$ cat config.mk
export PLATFORM = sky130hd
export DESIGN_NAME = alsc_coder
export DESIGN_NICKNAME = d
export VERILOG_FILES = /design/src/verilog/alsc_pkg.sv /design/src/verilog/alsc_sw_if.sv /design/src/verilog/alsc_coder.sv /design/src/verilog/alsc_sw_encoder.sv
export VERILOG_INCLUDE_DIRS = /design/src /design/src/verilog
export SDC_FILE = /design/constraint.sdc
export NUM_CORES = 1
export LEC_CHECK = 0
export ABC_AREA = 1
export BUFFER_PORTS_ARGS = -buffer_cell sky130_fd_sc_hd__buf_2
export CORE_MARGIN = 8
export CORE_UTILIZATION = 60
export CTS_CLUSTER_SIZE = 8
export DETAILED_ROUTE_END_ITERATION = 10
export PLACE_DENSITY = 0.86
export SLEW_MARGIN = 20
export SYNTH_ARGS = -nofsm -noshare
export SYNTH_HDL_FRONTEND = slang
export SYNTH_SLANG_ARGS = --single-unit
$ cat constraint.sdc
create_clock -name core_clk_in -period 6.81 [get_ports core_clk_in]
set_clock_uncertainty 0.2 [all_clocks]
set_input_delay 2.043 -clock core_clk_in [delete_from_list [all_inputs] [get_ports core_clk_in]]
set_output_delay 2.043 -clock core_clk_in [all_outputs]
set_load 0.05 [all_outputs]
$ cat src/verilog/alsc_cfg.svh
// constants of the apdu length and status coder: status bytes, class byte fields
// assumes inclusion by bare name from the package only; the design modules use its macros without including it
`ifndef ALSC_CFG_SVH
`define ALSC_CFG_SVH

`define ALSC_HDR_BYTES 3'h4
`define ALSC_LE_MAX 9'h100
`define ALSC_CLA_NIB_BASE 4'h0
`define ALSC_CLA_NIB_PROP 4'h8
`define ALSC_CLA_NIB_ALT 4'ha
`define ALSC_CLA_SM_HI 3
`define ALSC_CLA_SM_LO 2
`define ALSC_CLA_CHAN_HI 1
`define ALSC_CLA_CHAN_LO 0
`define ALSC_CHAN_MAX 4

`define ALSC_SW_NONE 8'h00
`define ALSC_SW1_NORMAL 8'h90
`define ALSC_SW1_PENDING 8'h91
`define ALSC_SW1_BUSY 8'h93
`define ALSC_SW1_WARN 8'h62
`define ALSC_SW1_RETRY 8'h63
`define ALSC_SW1_EXEC_KEEP 8'h64
`define ALSC_SW1_EXEC_CHG 8'h65
`define ALSC_SW1_LENGTH 8'h67
`define ALSC_SW1_CLA_FUNC 8'h68
`define ALSC_SW1_NOT_ALLOW 8'h69
`define ALSC_SW1_P1P2 8'h6b
`define ALSC_SW1_INS 8'h6d
`define ALSC_SW1_CLASS 8'h6e
`define ALSC_SW1_TECH 8'h6f
`define ALSC_SW2_CORRUPT 8'h81
`define ALSC_SW2_EOF 8'h82
`define ALSC_SW2_INVALID 8'h83
`define ALSC_SW2_MEMORY 8'h81
`define ALSC_SW2_NO_CHAN 8'h81
`define ALSC_SW2_NO_SM 8'h82
`define ALSC_SW2_RETRY_NIB 4'hc
`define ALSC_SW2_DENY_BASE 8'h80
`define ALSC_DENY_MAX 8'h06

`endif

$ cat src/verilog/alsc_pkg.sv
// types shared by the apdu length and status coder modules
// assumes alsc_cfg.svh on the include path
package alsc_pkg;
  `include "alsc_cfg.svh"

  typedef enum logic [4:0] {
    ALSC_ST_OK = 5'h00,
    ALSC_ST_BUSY = 5'h01,
    ALSC_ST_WARN_NONE = 5'h02,
    ALSC_ST_WARN_CORRUPT = 5'h03,
    ALSC_ST_WARN_EOF = 5'h04,
    ALSC_ST_WARN_INVALID = 5'h05,
    ALSC_ST_RETRY = 5'h06,
    ALSC_ST_EXEC_KEEP = 5'h07,
    ALSC_ST_EXEC_CHG = 5'h08,
    ALSC_ST_EXEC_MEM = 5'h09,
    ALSC_ST_WRONG_LEN = 5'h0a,
    ALSC_ST_WRONG_P1P2 = 5'h0b,
    ALSC_ST_BAD_INS = 5'h0c,
    ALSC_ST_BAD_CLASS = 5'h0d,
    ALSC_ST_TECH = 5'h0e,
    ALSC_ST_CLA_FUNC = 5'h0f,
    ALSC_ST_NO_CHAN = 5'h10,
    ALSC_ST_NO_SM = 5'h11,
    ALSC_ST_NOT_ALLOWED = 5'h12
  } alsc_status_type;

  typedef enum logic [3:0] {
    ALSC_S_HDR = 4'h0,
    ALSC_S_P3 = 4'h1,
    ALSC_S_DATA = 4'h2,
    ALSC_S_LE = 4'h3,
    ALSC_S_SKIP = 4'h4,
    ALSC_S_EXEC = 4'h5,
    ALSC_S_RDATA = 4'h6,
    ALSC_S_SW1 = 4'h7,
    ALSC_S_SW2 = 4'h8,
    ALSC_S_DRAIN = 4'h9
  } alsc_state_type;

  typedef enum logic [1:0] {
    ALSC_CASE_1 = 2'h0,
    ALSC_CASE_2 = 2'h1,
    ALSC_CASE_3 = 2'h2,
    ALSC_CASE_4 = 2'h3
  } alsc_case_type;
endpackage

$ cat src/verilog/alsc_sw_if.sv
// carrier between the sequencer and the status word encoder
// assumes both ends sit on the same clock; the encoder is purely combinational
`timescale 1ns/1ps
interface alsc_sw_if;
  import alsc_pkg::*;
  alsc_status_type kind;
  logic [7:0] detail;
  logic pend;
  logic [7:0] pend_len;
  logic [7:0] sw1;
  logic [7:0] sw2;
  logic data_ok;

  modport enc (input kind, input detail, input pend, input pend_len,
               output sw1, output sw2, output data_ok);
  modport user (output kind, output detail, output pend, output pend_len,
                input sw1, input sw2, input data_ok);
endinterface
$ cat src/verilog/alsc_coder.sv
// apdu length checker and response builder, card side
// assumes the terminal byte stream and the application are on core_clk_in
`timescale 1ns/1ps

module alsc_coder
  import alsc_pkg::*;
#(
  parameter int CHANNELS = `ALSC_CHAN_MAX
) (
  input wire logic core_clk_in,
  input wire logic nrst_in,
  input wire logic [7:0] cmd_byte_in,
  input wire logic cmd_valid_in,
  input wire logic cmd_last_in,
  output logic cmd_ready_out,
  output logic [7:0] cla_out,
  output logic [7:0] ins_out,
  output logic [7:0] p1_out,
  output logic [7:0] p2_out,
  output logic [1:0] channel_out,
  output alsc_case_type case_out,
  output logic [7:0] lc_out,
  output logic [8:0] le_out,
  output logic cmd_done_out,
  output logic [7:0] app_data_out,
  output logic app_data_valid_out,
  input wire logic app_data_ready_in,
  input wire logic app_status_valid_in,
  input wire alsc_status_type app_status_in,
  input wire logic [7:0] app_detail_in,
  input wire logic [8:0] app_resp_len_in,
  input wire logic proactive_pending_in,
  input wire logic [7:0] proactive_len_in,
  input wire logic [7:0] app_resp_byte_in,
  input wire logic app_resp_valid_in,
  output logic app_resp_ready_out,
  output logic [7:0] resp_byte_out,
  output logic resp_valid_out,
  output logic resp_last_out,
  input wire logic resp_ready_in
);
  generate
    if (CHANNELS < 1 || CHANNELS > `ALSC_CHAN_MAX) begin : g_bad_chan
      $error("alsc_coder: CHANNELS must lie in 1 to 4");
    end
  endgenerate

  localparam logic [2:0] CHAN_LIM = 3'(CHANNELS);

  alsc_sw_if sw_bus ();
  alsc_sw_encoder u_enc (
    .sw(sw_bus)
  );

  alsc_state_type state_q;
  logic [2:0] hdr_idx_q;
  logic [7:0] cnt_q;
  logic [8:0] rem_q;
  logic err_q;
  alsc_status_type err_kind_q;
  alsc_status_type kind_q;
  logic [7:0] detail_q;
  logic pend_q;
  logic [7:0] pend_len_q;
  logic le_present_q;
  logic exec_q;
  logic take;
  logic out_free;
  logic app_free;
  logic [8:0] le_span;
  logic [8:0] lr_d;

  assign take = cmd_valid_in && cmd_ready_out;
  assign out_free = !resp_valid_out || resp_ready_in;
  assign app_free = !app_data_valid_out || app_data_ready_in;
  // Le of 00 stands for the full 256
  assign le_span = (le_out == 9'h000) ? `ALSC_LE_MAX : le_out;

  always_comb begin
    cmd_ready_out = 1'b0;
    unique case (state_q)
      ALSC_S_HDR, ALSC_S_P3, ALSC_S_LE, ALSC_S_SKIP: cmd_ready_out = 1'b1;
      // a command rejected on its class byte is swallowed without troubling the application
      ALSC_S_DATA: cmd_ready_out = err_q || app_free;
      default: cmd_ready_out = 1'b0;
    endcase
  end

  assign app_resp_ready_out = (state_q == ALSC_S_RDATA) && (rem_q != 9'h000) && out_free;

  // in exec the fresh status, not the previous command's, decides whether data may follow
  assign sw_bus.kind = (state_q == ALSC_S_EXEC) ? app_status_in : kind_q;
  assign sw_bus.detail = detail_q;
  assign sw_bus.pend = pend_q;
  assign sw_bus.pend_len = pend_len_q;

  // response length: none without Le, never above Le, none on errors
  always_comb begin
    lr_d = 9'h000;
    if (le_present_q && sw_bus.data_ok) begin
      lr_d = (app_resp_len_in < le_span) ? app_resp_len_in : le_span;
    end
  end

  // command parsing and response sequencing
  always_ff @(posedge core_clk_in) begin
    if (!nrst_in) begin
      state_q <= ALSC_S_HDR;
      hdr_idx_q <= 3'h0;
      cnt_q <= 8'h00;
      rem_q <= 9'h000;
      le_present_q <= 1'b0;
      case_out <= ALSC_CASE_1;
      lc_out <= 8'h00;
      le_out <= 9'h000;
    end else begin
      unique case (state_q)
        ALSC_S_HDR: if (take) begin
          hdr_idx_q <= hdr_idx_q + 3'h1;
          if (hdr_idx_q == `ALSC_HDR_BYTES - 3'h1) begin
            hdr_idx_q <= 3'h0;
            le_present_q <= 1'b0;
            lc_out <= 8'h00;
            le_out <= 9'h000;
            case_out <= ALSC_CASE_1;
            state_q <= cmd_last_in ? ALSC_S_EXEC : ALSC_S_P3;
          end else if (cmd_last_in) begin
            hdr_idx_q <= 3'h0;
            state_q <= ALSC_S_EXEC;
          end
        end
        ALSC_S_P3: if (take) begin
          if (cmd_last_in) begin
            le_out <= {1'b0, cmd_byte_in};
            le_present_q <= 1'b1;
            case_out <= ALSC_CASE_2;
            state_q <= ALSC_S_EXEC;
          end else begin
            lc_out <= cmd_byte_in;
            cnt_q <= cmd_byte_in;
            case_out <= ALSC_CASE_3;
            state_q <= (cmd_byte_in == 8'h00) ? ALSC_S_SKIP : ALSC_S_DATA;
          end
        end
        ALSC_S_DATA: if (take) begin
          cnt_q <= cnt_q - 8'h01;
          if (cnt_q == 8'h01) begin
            state_q <= cmd_last_in ? ALSC_S_EXEC : ALSC_S_LE;
          end else if (cmd_last_in) begin
            state_q <= ALSC_S_EXEC;
          end
        end
        ALSC_S_LE: if (take) begin
          le_out <= {1'b0, cmd_byte_in};
          le_present_q <= 1'b1;
          case_out <= ALSC_CASE_4;
          state_q <= cmd_last_in ? ALSC_S_EXEC : ALSC_S_SKIP;
        end
        ALSC_S_SKIP: if (take && cmd_last_in) begin
          state_q <= ALSC_S_EXEC;
        end
        ALSC_S_EXEC: begin
          if (err_q) begin
            rem_q <= 9'h000;
            state_q <= ALSC_S_SW1;
          end else if (app_status_valid_in) begin
            rem_q <= lr_d;
            state_q <= ALSC_S_RDATA;
          end
        end
        ALSC_S_RDATA: begin
          if (rem_q == 9'h000) begin
            state_q <= ALSC_S_SW1;
          end else if (app_resp_valid_in && out_free) begin
            rem_q <= rem_q - 9'h001;
          end
        end
        ALSC_S_SW1: if (out_free) begin
          state_q <= ALSC_S_SW2;
        end
        ALSC_S_SW2: if (out_free) begin
          state_q <= ALSC_S_DRAIN;
        end
        // busy or not, the block returns here ready for the next command
        ALSC_S_DRAIN: if (out_free) begin
          state_q <= ALSC_S_HDR;
        end
        default: state_q <= ALSC_S_HDR;
      endcase
    end
  end

  // header capture and class screening; first problem found is reported, a cut header beating a class fault on the same byte
  always_ff @(posedge core_clk_in) begin
    if (!nrst_in) begin
      cla_out <= 8'h00;
      ins_out <= 8'h00;
      p1_out <= 8'h00;
      p2_out <= 8'h00;
      channel_out <= 2'h0;
      err_q <= 1'b0;
      err_kind_q <= ALSC_ST_OK;
    end else if (state_q == ALSC_S_DRAIN) begin
      err_q <= 1'b0;
    end else if (take) begin
      if (state_q == ALSC_S_HDR) begin
        unique case (hdr_idx_q)
          3'h0: begin
            cla_out <= cmd_byte_in;
            channel_out <= cmd_byte_in[`ALSC_CLA_CHAN_HI:`ALSC_CLA_CHAN_LO];
            if (cmd_byte_in[7:4] != `ALSC_CLA_NIB_BASE &&
                cmd_byte_in[7:4] != `ALSC_CLA_NIB_PROP &&
                cmd_byte_in[7:4] != `ALSC_CLA_NIB_ALT) begin
              err_q <= 1'b1;
              err_kind_q <= ALSC_ST_BAD_CLASS;
            end else if (cmd_byte_in[`ALSC_CLA_SM_HI:`ALSC_CLA_SM_LO] != 2'h0) begin
              err_q <= 1'b1;
              err_kind_q <= ALSC_ST_NO_SM;
            end else if ({1'b0, cmd_byte_in[1:0]} >= CHAN_LIM) begin
              err_q <= 1'b1;
              err_kind_q <= ALSC_ST_NO_CHAN;
            end
          end
          3'h1: ins_out <= cmd_byte_in;
          3'h2: p1_out <= cmd_byte_in;
          3'h3: p2_out <= cmd_byte_in;
          default: ins_out <= ins_out;
        endcase
      end
      if (!err_q) begin
        // header cut short, Lc of zero, data cut short, or bytes after Le
        if ((state_q == ALSC_S_HDR && cmd_last_in && hdr_idx_q != 3'h3) ||
            (state_q == ALSC_S_P3 && !cmd_last_in && cmd_byte_in == 8'h00) ||
            (state_q == ALSC_S_DATA && cmd_last_in && cnt_q != 8'h01) ||
            (state_q == ALSC_S_LE && !cmd_last_in)) begin
          err_q <= 1'b1;
          err_kind_q <= ALSC_ST_WRONG_LEN;
        end
      end
    end
  end

  // status latched when the command ends, held until the status bytes leave
  always_ff @(posedge core_clk_in) begin
    if (!nrst_in) begin
      kind_q <= ALSC_ST_OK;
      detail_q <= 8'h00;
      pend_q <= 1'b0;
      pend_len_q <= 8'h00;
    end else if (state_q == ALSC_S_EXEC) begin
      if (err_q) begin
        kind_q <= err_kind_q;
        detail_q <= 8'h00;
        pend_q <= 1'b0;
      end else if (app_status_valid_in) begin
        kind_q <= app_status_in;
        detail_q <= app_detail_in;
        pend_q <= proactive_pending_in;
        pend_len_q <= proactive_len_in;
      end
    end
  end

  // done strobe marks only the first exec cycle
  always_ff @(posedge core_clk_in) begin
    exec_q <= nrst_in && (state_q == ALSC_S_EXEC);
  end

  assign cmd_done_out = (state_q == ALSC_S_EXEC) && !err_q && !exec_q;

  // command data goes to the application untouched
  always_ff @(posedge core_clk_in) begin
    if (!nrst_in) begin
      app_data_out <= 8'h00;
      app_data_valid_out <= 1'b0;
    end else begin
      if (app_data_ready_in) begin
        app_data_valid_out <= 1'b0;
      end
      if (take && state_q == ALSC_S_DATA && !err_q) begin
        app_data_out <= cmd_byte_in;
        app_data_valid_out <= 1'b1;
      end
    end
  end

  // single output stage: data bytes, then SW1, then SW2 marked last
  always_ff @(posedge core_clk_in) begin
    if (!nrst_in) begin
      resp_byte_out <= 8'h00;
      resp_valid_out <= 1'b0;
      resp_last_out <= 1'b0;
    end else begin
      if (resp_ready_in) begin
        resp_valid_out <= 1'b0;
        resp_last_out <= 1'b0;
      end
      if (app_resp_ready_out && app_resp_valid_in) begin
        resp_byte_out <= app_resp_byte_in;
        resp_valid_out <= 1'b1;
      end else if (state_q == ALSC_S_SW1 && out_free) begin
        resp_byte_out <= sw_bus.sw1;
        resp_valid_out <= 1'b1;
      end else if (state_q == ALSC_S_SW2 && out_free) begin
        resp_byte_out <= sw_bus.sw2;
        resp_valid_out <= 1'b1;
        resp_last_out <= 1'b1;
      end
    end
  end
endmodule

$ cat src/verilog/alsc_sw_encoder.sv
// status word encoder: maps a status kind and detail to sw1, sw2
// assumes detail is stable while the sequencer reads sw1 and sw2
`timescale 1ns/1ps
module alsc_sw_encoder
  import alsc_pkg::*;
(
  alsc_sw_if.enc sw
);
  always_comb begin
    sw.sw1 = `ALSC_SW1_TECH;
    sw.sw2 = `ALSC_SW_NONE;
    sw.data_ok = 1'b0;
    unique case (sw.kind)
      ALSC_ST_OK: begin
        sw.data_ok = 1'b1;
        if (sw.pend) begin
          sw.sw1 = `ALSC_SW1_PENDING;
          sw.sw2 = sw.pend_len;
        end else begin
          sw.sw1 = `ALSC_SW1_NORMAL;
        end
      end
      ALSC_ST_BUSY: sw.sw1 = `ALSC_SW1_BUSY;
      ALSC_ST_WARN_NONE: begin
        sw.sw1 = `ALSC_SW1_WARN;
        sw.data_ok = 1'b1;
      end
      ALSC_ST_WARN_CORRUPT: begin
        sw.sw1 = `ALSC_SW1_WARN;
        sw.sw2 = `ALSC_SW2_CORRUPT;
        sw.data_ok = 1'b1;
      end
      ALSC_ST_WARN_EOF: begin
        sw.sw1 = `ALSC_SW1_WARN;
        sw.sw2 = `ALSC_SW2_EOF;
        sw.data_ok = 1'b1;
      end
      ALSC_ST_WARN_INVALID: begin
        sw.sw1 = `ALSC_SW1_WARN;
        sw.sw2 = `ALSC_SW2_INVALID;
        sw.data_ok = 1'b1;
      end
      ALSC_ST_RETRY: begin
        sw.sw1 = `ALSC_SW1_RETRY;
        sw.sw2 = {`ALSC_SW2_RETRY_NIB, sw.detail[3:0]};
      end
      ALSC_ST_EXEC_KEEP: sw.sw1 = `ALSC_SW1_EXEC_KEEP;
      ALSC_ST_EXEC_CHG: sw.sw1 = `ALSC_SW1_EXEC_CHG;
      ALSC_ST_EXEC_MEM: begin
        sw.sw1 = `ALSC_SW1_EXEC_CHG;
        sw.sw2 = `ALSC_SW2_MEMORY;
      end
      ALSC_ST_WRONG_LEN: begin
        sw.sw1 = `ALSC_SW1_LENGTH;
        sw.sw2 = sw.detail;
      end
      ALSC_ST_WRONG_P1P2: sw.sw1 = `ALSC_SW1_P1P2;
      ALSC_ST_BAD_INS: sw.sw1 = `ALSC_SW1_INS;
      ALSC_ST_BAD_CLASS: sw.sw1 = `ALSC_SW1_CLASS;
      ALSC_ST_TECH: sw.sw2 = sw.detail;
      ALSC_ST_CLA_FUNC: sw.sw1 = `ALSC_SW1_CLA_FUNC;
      ALSC_ST_NO_CHAN: begin
        sw.sw1 = `ALSC_SW1_CLA_FUNC;
        sw.sw2 = `ALSC_SW2_NO_CHAN;
      end
      ALSC_ST_NO_SM: begin
        sw.sw1 = `ALSC_SW1_CLA_FUNC;
        sw.sw2 = `ALSC_SW2_NO_SM;
      end
      ALSC_ST_NOT_ALLOWED: begin
        sw.sw1 = `ALSC_SW1_NOT_ALLOW;
        // out-of-range reasons collapse to "no information"
        if (sw.detail != `ALSC_SW_NONE && sw.detail <= `ALSC_DENY_MAX) begin
          sw.sw2 = `ALSC_SW2_DENY_BASE | sw.detail;
        end
      end
      default: sw.sw1 = `ALSC_SW1_TECH;
    endcase
  end
endmodule

==> run metrics <==
FF-to-FF Start state_q[1]; number of levels the H-tree was split into 4; Hold Fails Final Rpt 0; r2r endpoint rem_q[0]; worst max-slew margin expressed relative to the limit 47.1%; final slew viol count 0; CTS-repair resized insts 0; buffer levels on the longest clock path 2; Gate Count Post-Synth 926; Ant. Diodes 0; Boundary Pins 130; TritonCTS clock tree yes; number of global-route vias before repair 6233; post-layout util 74.4%; Critical Path End Type output port; combinational share of power 35.2%; Worst Path Max Fanout 2; final global-route overflow total 0; Sinks on Clock Net 123; Wirelength per Cell 15.2 µm; post-detailed-route via-to-cell ratio 5.61; Most flops, register rem_q; number of fillers in the final layout 804; primary flip-flop cell chosen by synthesis mapping sky130_fd_sc_hd__dfxtp_1; part of the Yosys area used for sequential elements 38.7%; arrival time at the worst endpoint 2.74 ns; total detailed-routing wirelength 18000 µm; maximum achievable frequency 200 MHz; P_int 1780 µW; max reg flops 9; routability congestion estimate 0.948; aggregate negative setup slack 0 ns; # Post-CTS Setup Buffers 0; number of nets still failing antenna checks after routing 0; proportion of layout cells with a drive suffix above 1 19.3%; leading cell type in the layout, fill and taps excluded sky130_fd_sc_hd__nand2_1; initial antenna violation count 0; share of power burned in the clock network 34.4%; combined area of all synthesized cells 6360 µm²; worst IR drop on VDD 0.326 mV; finished layout cell area 7680 µm²; final count of negative-setup-slack endpoints 0; measured slew at the worst slew-check pin 0.793 ns; minimum period implied by the final worst setup slack 4.99 ns; cell taking the most area after synthesis sky130_fd_sc_hd__dfxtp_1; Post-synth EDFFs 0; horizontal die dimension 119 µm; # rows 37; endpoint required time on the critical path 4.57 ns; pwr dens 384 nW/µm²; Port-buffer cells 128; overall via count from detail_route 6649; sequential share of power 30.5%; number of max-cap violations 0; top cells by area in the synthesized netlist sky130_fd_sc_hd__dfxtp_1 (39%), sky130_fd_sc_hd__a21oi_1 (11%), sky130_fd_sc_hd__nand2_1 (10%); Area Overhead vs Synth 20.8%; path type of the worst min-delay path reg -> reg; maximum number of pins on one net before global-route repair 73; placed instance area 7020 µm²; vertical die dimension 119 µm; post-synthesis async set-or-reset flop share 0%; die outline area 14200 µm²; FF+latch count, synth 123; drc violations 0; fraction of synthesized cell area taken by the top area cell type 38.7%; Worst Setup EP cmd_ready_out; Register-to-Register Path Depth 11; fraction of power spent switching nets 39.5%; clock transition time at the flip-flop clock pins of the worst setup and hold paths 0.06 ns; cts-stage hold buffer count 0; number of buffers inserted during clock tree synthesis 17; RSZ-0062 raised after global routing no; Detailed Place HPWL 12200 µm; Post-Synthesis Mean Instance Area 6.87 µm²; initial cell density of the core 61.6%; Setup crit start kind input pin; share of the cycle needed by the critical path after routing 73.2%; detailed-routing iteration count for the pre-antenna-repair pass 7; Critical Path Source app_data_ready_in; Post-Synthesis Net Count 997; Final Power 2950 µW; initial DRC count 805; GRT Overall Usage 25.3%; slack of the worst reg-to-reg path 3.68 ns; leading cell types in the layout, fill and taps excluded sky130_fd_sc_hd__nand2_1 (173), sky130_fd_sc_hd__a21oi_1 (137), sky130_fd_sc_hd__buf_2 (128); Warnings, synthesis 0; net switching power figure 1160 µW; result of the run complete, no violations; global-route wire length before repair 30000 µm; critical path type in -> out; buffer type at the clock tree root sky130_fd_sc_hd__clkbuf_8; insertion delay of the later-clocked pin in the worst-skew pair 0.53 ns; Final nets 1109; leakage power total 0.00351 µW; Core Footprint 10300 µm²; distinct cell type count of the synthesized netlist 43
[kinds of logic (layout without fill, tap and decap cells)]
family / after synthesis / in the layout / share of synthesized area, %
flip-flops: 123 / 123 / 38.7
AND/OR/NAND/NOR: 361 / 361 / 25.1
AO/OA/AOI/OAI: 265 / 265 / 22.8
XOR/XNOR: 3 / 3 / 0.413
buffers and inverters: 157 / 281 / 9.76
other: 1 / 1 / 0.0590
adder cells (fa/ha/maj): 16 / 16 / 3.15
[stage by stage]
stage | worst slack (ns) | hold WS [ns] | std cells
finish | 1.82 | 0.240 | 1186
CTS | 1.81 | 0.245 | 1186
detailed placement | 1.81 | 0.236 | 1155
floorplan | 1.89 | 0.225 | 926
global route | 1.78 | 0.271 | 1186
global placement | 1.81 | 0.230 | 1155
[power groups by stage]
stage	Sequential (µW)	Combinational, µW	Clock, µW
2_1_floorplan	1050	656	0
3_3_place_gp	909	990	0
3_5_place_dp	909	1010	0
4_1_cts	896	1020	1010
5_1_grt	911	1140	1050
6_report	898	1040	1010
[synth_stat cells, types with 7 or more instances]
| cell | number |
|---|---|
| sky130_fd_sc_hd__nor3_1 | 11 |
| sky130_fd_sc_hd__buf_2 | 10 |
| sky130_fd_sc_hd__inv_1 | 104 |
| sky130_fd_sc_hd__o211ai_1 | 13 |
| sky130_fd_sc_hd__a21oi_1 | 137 |
| sky130_fd_sc_hd__nand4_1 | 9 |
| sky130_fd_sc_hd__dfxtp_1 | 123 |
| sky130_fd_sc_hd__nand3_1 | 56 |
| sky130_fd_sc_hd__o21ai_0 | 82 |
| sky130_fd_sc_hd__o221ai_1 | 7 |
| sky130_fd_sc_hd__inv_2 | 11 |
| sky130_fd_sc_hd__nor2_2 | 9 |
| sky130_fd_sc_hd__nor2_1 | 78 |
| sky130_fd_sc_hd__clkbuf_1 | 24 |
| sky130_fd_sc_hd__ha_1 | 16 |
| sky130_fd_sc_hd__nand2_1 | 173 |
[area by class of cell]
cell class,instances,area (µm²),area share (%)
sequential,123,2460,32.1
timing repair buffer,131,663,8.63
multi-input combinational,646,3280,42.7
clock buffer,19,442,5.75
clock inverter,12,219,2.85
tap,136,170,2.22
inverter,119,447,5.82
[worst min-delay path by stage]
stage | slack (ns) | cells past startpoint | startpoint | to
floorplan | 0.22 | 2 | pend_len_q[4] | pend_len_q[4]
global placement | 0.23 | 2 | app_data_out[6] | app_data_out[6]
detailed placement | 0.24 | 2 | ins_out[5] | ins_out[5]
CTS | 0.25 | 2 | ins_out[5] | ins_out[5]
global route | 0.27 | 2 | p1_out[1] | p1_out[1]
finish | 0.24 | 2 | app_data_out[3] | app_data_out[3]
[critical path, cell delays in order]
cell and delay, ns:
sky130_fd_sc_hd__buf_2 0.09, sky130_fd_sc_hd__inv_1 0.04, sky130_fd_sc_hd__nand2_1 0.08, sky130_fd_sc_hd__o21ai_1 0.15, sky130_fd_sc_hd__nand3_2 0.11, sky130_fd_sc_hd__buf_2 0.23
[layer usage]
metal,global-route usage [%],vias to the layer above,routed length (µm)
li1,-,3311,-
met1,31.7,3021,7920
met2,40.6,273,8200
met3,6.71,44,1440
met4,10.3,0,427
met5,0,-,0
Note: power is estimated with default switching activity, not from simulation.
